$ cat src/event_alarm_regs.svh
`ifndef EVENT_ALARM_REGS_SVH
`define EVENT_ALARM_REGS_SVH

// Register byte offsets
`define EA_CMD_OFS 12'h000
`define EA_INPUTS_OFS 12'h004
`define EA_TALLY_OFS 12'h008
`define EA_TALLY_FZ_OFS 12'h00C
`define EA_CEIL_OFS 12'h010
`define EA_BOTTOM_OFS 12'h014
`define EA_DOUT_OFS 12'h018
`define EA_STATUS_OFS 12'h01C

// Command register bits (write one to act)
`define EA_CMD_ROUTE_ON 0
`define EA_CMD_ROUTE_OFF 1
`define EA_CMD_LATCH_CLEAR 2
`define EA_CMD_TALLY_ZERO 3
`define EA_CMD_REMOTE_RESET 4

// Limit registers: signed value in low bits, mode in bit 31
`define EA_LIMIT_MODE_BIT 31

// Status register bits
`define EA_STAT_ROUTE 0
`define EA_STAT_BOTTOM_ALARM 1
`define EA_STAT_CEIL_ALARM 2
`define EA_STAT_TALLY_FULL 3

// Reset values of the retained settings
`define EA_ROUTE_RESET 1'b0
`define EA_LIMIT_RESET 32'h0000_0000

// Timing and counting
`define EA_DEBOUNCE_MS 10
`define EA_CLK_HZ 20000000
`define EA_TALLY_MAX 24'h98967F

`endif

$ cat src/event_alarm_pkg.sv
`default_nettype none
package event_alarm_pkg;
  typedef enum logic {
    ALARM_MOMENTARY = 1'b0,
    ALARM_LATCHING = 1'b1
  } alarm_mode_type;
endpackage
`default_nettype wire

$ cat src/event_counter_alarm_logic.sv
`include "event_alarm_regs.svh"
`default_nettype none
// Contract
// - Unconnected inputs read 1 via external pull-up; grounded inputs read 0.
// - Input-read returns current input states; no command alters them.
// - Event counter counts pulses taken from digital input 0.
// - Counting input is debounced: one count per mechanical closure.
// - Counter saturates at 9,999,999 and never wraps.
// - Count fetch returns the count without changing it.
// - Tally-zero clears count; fetch-and-zero returns then clears atomically.
// - Count is volatile and zero after power-up.
// - Remote reset and line break leave the count unchanged.
// - Route-on makes the two shared pins follow alarms; others unaffected.
// - Route-off gives the shared pins back to the output-write command.
// - Upper and lower limits are retained across power removal; this model resets them to 0 on presetn.
// - Each limit write also records momentary or latching mode.
// - Momentary alarm active exactly while its limit condition holds.
// - Latching alarm stays active after input returns within limits.
// - Latch-clear command deactivates any latched alarm.
// - Upper alarm asserts when reading strictly exceeds upper limit.
// - Lower alarm asserts when reading strictly below lower limit.
// - Both stored limits can be fetched at any time.
// - Latched lower alarm releases when reading exceeds the upper limit.
// - With both alarms latching, upper alarm is complement of lower.
// - Alarm-or-output routing of shared pins is retained across power loss; this model resets it to off on presetn.
// - Outputs off after power loss until an output-write switches them.
// - Limits compare against sensor reading plus output offset.
module event_counter_alarm_logic #(
  parameter int NUM_DIN = 8,
  parameter int NUM_DOUT = 8,
  parameter int DATA_W = 28,
  parameter int DEBOUNCE_CYCLES = `EA_DEBOUNCE_MS * (`EA_CLK_HZ / 1000)
) (
  // Clock and reset
  input wire logic pclk,
  input wire logic presetn,
  // APB slave
  input wire logic psel,
  input wire logic penable,
  input wire logic pwrite,
  input wire logic [11:0] paddr,
  input wire logic [31:0] pwdata,
  output logic [31:0] prdata,
  output logic pready,
  output logic pslverr,
  // Digital input pins, bit 0 is tally_input_pin
  input wire logic [NUM_DIN-1:0] din,
  // Open-drain outputs: bit 0 bottom_alarm_pin, bit 1 ceiling_alarm_pin
  output logic [NUM_DOUT-1:0] dout_o,
  output logic [NUM_DOUT-1:0] dout_oe,
  // Sensor reading path
  input wire logic signed [DATA_W-1:0] reading,
  input wire logic signed [DATA_W-1:0] reading_offset,
  input wire logic reading_valid
);

  localparam int DEB_W = $clog2(DEBOUNCE_CYCLES + 1);

  logic [NUM_DIN-1:0] din_meta_q;
  logic [NUM_DIN-1:0] din_sync_q;
  logic [DEB_W-1:0] deb_cnt_q;
  logic tally_level_q;
  logic [23:0] tally_q;
  logic route_q;
  logic [NUM_DOUT-1:0] dout_q;
  logic signed [DATA_W-1:0] ceil_q;
  logic signed [DATA_W-1:0] bottom_q;
  event_alarm_pkg::alarm_mode_type ceil_mode_q;
  event_alarm_pkg::alarm_mode_type bottom_mode_q;
  logic ceil_alarm_q;
  logic bottom_alarm_q;
  logic [31:0] prdata_q;
  logic pready_q;
  logic pslverr_q;
  logic [NUM_DOUT-1:0] dout_oe_q;

  logic setup;
  logic access;
  logic wr;
  logic rd;
  logic mapped;
  logic [31:0] rd_value;
  logic fall_event;
  logic zero_req;
  logic fetch_zero;
  logic [23:0] tally_left;
  logic latch_clear;
  logic signed [DATA_W:0] measured;
  logic over_ceil;
  logic under_bottom;
  logic ceil_alarm_d;
  logic bottom_alarm_d;

  // Bus handshake: no wait state; read data is registered in the setup cycle
  assign setup = psel & ~penable & ~pready_q;
  assign access = psel & penable & pready_q;
  assign wr = access & pwrite;
  assign rd = access & ~pwrite;

  always_comb begin
    mapped = 1'b1;
    rd_value = 32'h0000_0000;
    unique case (paddr)
      `EA_CMD_OFS: rd_value = 32'h0000_0000;
      `EA_INPUTS_OFS: rd_value[NUM_DIN-1:0] = din_sync_q;
      `EA_TALLY_OFS: rd_value[23:0] = tally_q;
      `EA_TALLY_FZ_OFS: rd_value[23:0] = tally_q;
      `EA_CEIL_OFS: begin
        rd_value = {{(32 - DATA_W){ceil_q[DATA_W-1]}}, ceil_q};
        rd_value[`EA_LIMIT_MODE_BIT] = ceil_mode_q;
      end
      `EA_BOTTOM_OFS: begin
        rd_value = {{(32 - DATA_W){bottom_q[DATA_W-1]}}, bottom_q};
        rd_value[`EA_LIMIT_MODE_BIT] = bottom_mode_q;
      end
      `EA_DOUT_OFS: rd_value[NUM_DOUT-1:0] = dout_q;
      `EA_STATUS_OFS: begin
        rd_value[`EA_STAT_ROUTE] = route_q;
        rd_value[`EA_STAT_BOTTOM_ALARM] = bottom_alarm_q;
        rd_value[`EA_STAT_CEIL_ALARM] = ceil_alarm_q;
        rd_value[`EA_STAT_TALLY_FULL] = (tally_q == `EA_TALLY_MAX);
      end
      default: mapped = 1'b0;
    endcase
  end

  always_ff @(posedge pclk or negedge presetn) begin
    if (!presetn) begin
      pready_q <= 1'b0;
      prdata_q <= 32'h0000_0000;
      pslverr_q <= 1'b0;
    end else begin
      pready_q <= setup;
      if (setup) begin
        prdata_q <= pwrite ? 32'h0000_0000 : rd_value;
        pslverr_q <= ~mapped;
      end else begin
        pslverr_q <= 1'b0;
      end
    end
  end

  // Input synchronisers; pull-ups are on the board, so idle reads 1
  always_ff @(posedge pclk or negedge presetn) begin
    if (!presetn) begin
      din_meta_q <= '1;
      din_sync_q <= '1;
    end else begin
      din_meta_q <= din;
      din_sync_q <= din_meta_q;
    end
  end

  // Debounce input 0: new level accepted only after it stays put
  always_ff @(posedge pclk or negedge presetn) begin
    if (!presetn) begin
      deb_cnt_q <= '0;
      tally_level_q <= 1'b1;
    end else if (din_sync_q[0] == tally_level_q) begin
      deb_cnt_q <= '0;
    end else if (deb_cnt_q == DEB_W'(DEBOUNCE_CYCLES - 1)) begin
      deb_cnt_q <= '0;
      tally_level_q <= din_sync_q[0];
    end else begin
      deb_cnt_q <= deb_cnt_q + 1'b1;
    end
  end

  assign fall_event = tally_level_q & ~din_sync_q[0] &
    (deb_cnt_q == DEB_W'(DEBOUNCE_CYCLES - 1));
  assign zero_req = wr & (paddr == `EA_CMD_OFS) & pwdata[`EA_CMD_TALLY_ZERO];
  assign fetch_zero = rd & (paddr == `EA_TALLY_FZ_OFS);
  // Events counted after the setup-cycle snapshot must survive the clear
  assign tally_left = tally_q - prdata_q[23:0];

  // A clear never loses an event that lands in the same cycle
  always_ff @(posedge pclk or negedge presetn) begin
    if (!presetn) begin
      tally_q <= 24'h000000;
    end else if (fetch_zero) begin
      tally_q <= tally_left + {23'h000000, fall_event};
    end else if (zero_req) begin
      tally_q <= fall_event ? 24'h000001 : 24'h000000;
    end else if (fall_event && tally_q != `EA_TALLY_MAX) begin
      tally_q <= tally_q + 24'h000001;
    end
    // Remote reset is accepted on the command word but touches no count
  end

  // Retained settings; a real part backs these with nonvolatile storage
  always_ff @(posedge pclk or negedge presetn) begin
    if (!presetn) begin
      route_q <= `EA_ROUTE_RESET;
    end else if (wr && paddr == `EA_CMD_OFS) begin
      if (pwdata[`EA_CMD_ROUTE_ON]) begin
        route_q <= 1'b1;
      end else if (pwdata[`EA_CMD_ROUTE_OFF]) begin
        route_q <= 1'b0;
      end
    end
  end

  always_ff @(posedge pclk or negedge presetn) begin
    if (!presetn) begin
      ceil_q <= DATA_W'(`EA_LIMIT_RESET);
      bottom_q <= DATA_W'(`EA_LIMIT_RESET);
      ceil_mode_q <= event_alarm_pkg::ALARM_MOMENTARY;
      bottom_mode_q <= event_alarm_pkg::ALARM_MOMENTARY;
    end else if (wr) begin
      if (paddr == `EA_CEIL_OFS) begin
        ceil_q <= pwdata[DATA_W-1:0];
        ceil_mode_q <= event_alarm_pkg::alarm_mode_type'(pwdata[`EA_LIMIT_MODE_BIT]);
      end
      if (paddr == `EA_BOTTOM_OFS) begin
        bottom_q <= pwdata[DATA_W-1:0];
        bottom_mode_q <= event_alarm_pkg::alarm_mode_type'(pwdata[`EA_LIMIT_MODE_BIT]);
      end
    end
  end

  always_ff @(posedge pclk or negedge presetn) begin
    if (!presetn) begin
      dout_q <= '0;
    end else if (wr && paddr == `EA_DOUT_OFS) begin
      dout_q <= pwdata[NUM_DOUT-1:0];
    end
  end

  // Alarm evaluation on the offset-corrected reading
  assign measured = reading + reading_offset;
  assign over_ceil = measured > $signed({ceil_q[DATA_W-1], ceil_q});
  assign under_bottom = measured < $signed({bottom_q[DATA_W-1], bottom_q});
  assign latch_clear = wr & (paddr == `EA_CMD_OFS) & pwdata[`EA_CMD_LATCH_CLEAR];

  always_comb begin
    ceil_alarm_d = ceil_alarm_q;
    bottom_alarm_d = bottom_alarm_q;
    // Momentary alarms keep tracking their condition through a latch clear
    if (latch_clear && ceil_mode_q == event_alarm_pkg::ALARM_LATCHING) begin
      ceil_alarm_d = 1'b0;
    end
    if (latch_clear && bottom_mode_q == event_alarm_pkg::ALARM_LATCHING) begin
      bottom_alarm_d = 1'b0;
    end
    if (reading_valid) begin
      if (bottom_mode_q == event_alarm_pkg::ALARM_MOMENTARY) begin
        bottom_alarm_d = under_bottom;
      end else if (under_bottom) begin
        bottom_alarm_d = 1'b1;
      end else if (over_ceil) begin
        bottom_alarm_d = 1'b0;
      end
      if (ceil_mode_q == event_alarm_pkg::ALARM_MOMENTARY) begin
        ceil_alarm_d = over_ceil;
      end else if (bottom_mode_q == event_alarm_pkg::ALARM_LATCHING) begin
        ceil_alarm_d = ~bottom_alarm_d;
      end else if (over_ceil) begin
        ceil_alarm_d = 1'b1;
      end
    end
  end

  always_ff @(posedge pclk or negedge presetn) begin
    if (!presetn) begin
      ceil_alarm_q <= 1'b0;
      bottom_alarm_q <= 1'b0;
    end else begin
      ceil_alarm_q <= ceil_alarm_d;
      bottom_alarm_q <= bottom_alarm_d;
    end
  end

  // Pin enables: high sinks current; shared pins lag the alarm status by one edge
  always_ff @(posedge pclk or negedge presetn) begin
    if (!presetn) begin
      dout_oe_q <= '0;
    end else begin
      dout_oe_q <= dout_q;
      if (route_q) begin
        dout_oe_q[0] <= bottom_alarm_q;
        dout_oe_q[1] <= ceil_alarm_q;
      end
    end
  end

  assign dout_o = '0;
  assign dout_oe = dout_oe_q;
  assign prdata = prdata_q;
  assign pready = pready_q;
  assign pslverr = pslverr_q;

endmodule
`default_nettype wire

$ cat config.mk
export PLATFORM = sky130hd
export DESIGN_NAME = event_counter_alarm_logic
export DESIGN_NICKNAME = d
export VERILOG_FILES = /design/src/event_alarm_pkg.sv /design/src/event_counter_alarm_logic.sv
export VERILOG_INCLUDE_DIRS = /design/src
export SDC_FILE = /design/constraint.sdc
export NUM_CORES = 1
export LEC_CHECK = 0
export ABC_AREA = 1
export BUFFER_PORTS_ARGS = -buffer_cell sky130_fd_sc_hd__buf_2
export CAP_MARGIN = 15
export CORE_ASPECT_RATIO = 0.7
export CORE_MARGIN = 2
export CORE_UTILIZATION = 60
export CTS_CLUSTER_DIAMETER = 150
export DETAILED_ROUTE_END_ITERATION = 7
export GPL_TIMING_DRIVEN = 0
export PLACE_DENSITY = 0.82
export REMOVE_ABC_BUFFERS = 1
export SETUP_SLACK_MARGIN = 0.4
export SYNTH_ARGS = -nofsm -noshare
export SYNTH_HDL_FRONTEND = slang
export SYNTH_SLANG_ARGS = --single-unit
export TNS_END_PERCENT = 50
$ cat constraint.sdc
create_clock -name pclk -period 5.2 [get_ports pclk]
set_clock_uncertainty 0.1 [all_clocks]
set_input_delay 0.52 -clock pclk [delete_from_list [all_inputs] [get_ports pclk]]
set_output_delay 0.52 -clock pclk [all_outputs]
set_load 0.01 [all_outputs]
==> results.md <==
- Vias per cell: 5.78
- Core Rows: 44
- Worst EP arrival: 4.64 ns
- Critical-path maximum fanout: 3
- Clk slew on worst S/H paths: 0.07 ns
- Seq cells post-synth: between 150 and 200
- CTS tree: built
- Final Core Density: between 60% and 70%
- Max clock buf depth: 2
- Hold Path Cell Cnt: 1
- Top cell type's share of synthesized area: 29.9%
- Yosys warnings: 0
- Clk pwr share: 39.7%
- Root Buffer: clkbuf_16
- Initial antenna violation count: 0
- Die W: 177 um
- Commonest cells in the netlist: nand2_1, inv_1, dfrtp_1, nor2_1
- Design Power: roughly 0.0032 W
- Sw Pwr: between 0.001 and 0.0015 W
- Tmin final: about 4.4 ns
- WL/cell: ~17 um
- Syn_area_per_cell: 7.36 sq um
- Ys async rst share: 100%
- Combinational share of power: between 10% and 20%
- Sw frac: 31.0%
- Final setup fails: 0
- HPWL after detailed placement: slightly below 30000 um
- Hold Violations, Final: 0
- Post-synth EDFFs: 0
- Footprint of the multi-input gates: 7170 sq um
- Mapped Cells: roughly 1700
- R2r worst-path depth: 22
- Syn-to-layout area delta: 12.8%
- Sequential area share after synthesis: 33.4%
- Distinct cell type count after synthesis: 51
- Status: finished, final reports clean
- H-tree Lvls: 4
- CP Class: input port to flip-flop
- R2r setup slk: between 0.9 and 1 ns
- Clk_lat worst skew: 0.45 ns
- Inserted Diodes: 0
- Filler Cell Count: ~1800
- Placed cell area: 13600 sq um
- Final slew viol count: 0
- Max-cap violations: 0
- Initial Util: 60.8%
- CTS Sinks: 167
- Final-stage net count: 2098
- Main synth FF type: dfrtp_1
- Leak Pwr: between 7 and 8 nW
- Final GP Congestion: 0.972
- HP Class: input port to flip-flop
- GR Util All Layers: 33.4%
- Internal power: 0.00224 W
- DRC viols: 0
- Worst hold endpoint: din_meta_q[0]
- Unrepaired setup endpoints after global routing: no
- Slew HR: between 30% and 40%
- PwrDens: 229 nW/um^2
- Final period utilization: 84.7%
- Share of total power in sequential cells: 40.9%
- Hold Path Origin: din[0]
- PortBufs: 152
- First-pass GRT wire length: about 58000 um
- Fmax: between 200 and 250 MHz
- Top-count cell post-synth: nand2_1
- Post-Syn Area: about 13000 sq um
- Drt total wl: 36700 um
- Via count of the first global-routing pass: 11200
- Largest net degree at the start of global routing: 92
- ANT nets after route: 0
- Die area: 22100 sq um
- Worst Tran Pin Value: 1.04 ns
- Share of layout cells above drive strength 1: between 10% and 20%
- Worst setup EP type: flip-flop
- Num CTS Buffers: 17
- Final Instance Count excl. Fillers: 2137
- Req. time, crit path: 5.43 ns
- Placed instance count: about 2100
- Top post-synthesis cells by area: dfrtp_1, ha_1, nand2_1, inv_1, o21ai_0
- Postcts setup bufs: 0
- Leading area contributor after synthesis: dfrtp_1
- Peak VDD IR: 278 uV
- Via count: 12300
- Crit Reg-Reg Endpoint: tally_q[22]
- Startpoint types: input port
- Register area: roughly 4200 sq um
- Final Cell Area: 14200 sq um
- Die H: approximately 130 um
- Setup TNS: 0 ns
- Total iterations of the first detailed-routing run: 6
- Io pins: 164
- Reg2Reg Launch Point: deb_cnt_q[0]
- DR iter-0 viols: between 1000 and 1500
- Core ar.: slightly above 20000 sq um
- Total gr overflow: 0
worst max-delay path, cell delays in order:
cell,delay (ns)
buf_2,0.09
ha_1,0.21
inv_1,0.08
fa_1,0.44
o31ai_1,0.65
nand3_1,0.15
nand3_1,0.27
a21oi_1,0.14
a21oi_1,0.18
inv_1,0.09
ha_1,0.31
nand2_1,0.07
nor2_1,0.20
nand4_1,0.25
a21oi_1,0.43
nor2_1,0.11
nand3_1,0.09
nand2_1,0.07
nand2_1,0.09
nand2_1,0.07
nand2_1,0.06
nand2_1,0.04
cells by family after synthesis:
family                   Yosys count  share of synthesized area, %
adder cells (fa/ha/maj)          136                          13.7
AO/OA/AOI/OAI                    396                          17.2
XOR/XNOR                          49                          3.42
flip-flops                       167                          33.4
other                              1                        0.0299
AND/OR/NAND/NOR                  650                          22.4
buffers and inverters            308                          9.77
final cells by class:
type	count	share of cell area, %
clock buffer	19	3.05
clock inverter	13	1.12
inverter	266	7.06
multi-input combinational	1239	50.6
sequential	167	29.6
tap	276	2.44
timing repair buffer	157	6.09
metal layers:
layer / share of wire, % / GRT usage (%) / vias up / wire [um]
met4: 2.2 / 8.51 / 0 / 795
met1: 47 / 51.5 / 5719 / 17400
met3: 10 / 9.22 / 67 / 3810
li1: - / - / 5956 / -
met2: 40 / 45.6 / 600 / 14700
met5: 0 / 0 / - / 0
registers in the layout, summed over array words and instances (netlist names):
register,flops
tally_level_q,1
ceil_q,28
ceil_alarm_q,1
tally_q,24
bottom_mode_q,1
bottom_q,28
prdata,29
din_meta_q,8
route_q,1
dout_oe,8
pslverr,1
dout_q,8
pready,1
din_sync_q,8
ceil_mode_q,1
deb_cnt_q,18
bottom_alarm_q,1
power by group through the flow:
| stage | Sequential [W] | Combinational [W] | Clock (W) |
|---|---|---|---|
| 6_report | 0.00133 | 0.000628 | 0.00129 |
| 5_1_grt | 0.00133 | 0.000718 | 0.00136 |
| 4_1_cts | 0.00133 | 0.000620 | 0.00130 |
| 3_5_place_dp | 0.00135 | 0.000611 | 0 |
| 3_3_place_gp | 0.00135 | 0.000580 | 0 |
| 2_1_floorplan | 0.00135 | 0.000400 | 0 |
what timing repair did:
| action | in CTS | in global routing |
|---|---|---|
| hold buffers | 1 | 0 |
| setup endpoints to repair | 0 | 1 |
| endpoints found under the hold margin | 30 | 0 |
| resized for setup | 0 | 1 |
how the worst max path moves through the flow:
stage | start | endpoint | slack [ns] | cells past startpoint
global route | reading_offset[0] | bottom_alarm_q | 0.55 | 22
finish | reading[0] | ceil_alarm_q | 0.79 | 22
detailed placement | reading[0] | ceil_alarm_q | 0.60 | 22
floorplan | reading[0] | ceil_alarm_q | 1.76 | 23
global placement | reading[0] | bottom_alarm_q | 0.69 | 22
CTS | deb_cnt_q[0] | tally_q[22] | 0.77 | 22
metrics by stage:
step	hold WS [ns]	setup WS, ns
after floorplan	0.124	1.76
after global placement	0.247	0.694
after detailed placement	0.247	0.604
after CTS	0.0615	0.773
after global routing	0.0571	0.547
final	0.0747	0.794
cells in the final DEF, fill, tap and decap left out, types with 7 or more instances in the layout:
master     netlist  routed
clkbuf_16        0      17
nand2_1        333     331
o21ai_1         66      67
conb_1           1       8
a22oi_1          8       8
nand4_1         39      39
inv_2            8       8
o21ai_0        134     133
nor2_1         146     146
dfstp_2         17      17
ha_1           134     134
o21a_1           8       8
a21oi_1        113     113
buf_2           13     151
xor2_1          36      36
xnor2_1         13      13
o31ai_1          9       9
o22ai_1         29      29
dfrtp_1        150     150
inv_1          257     257
nor3_1          28      28
nand3_1         67      67
a31oi_1          7       7
Power figures use the tool's default switching activity.
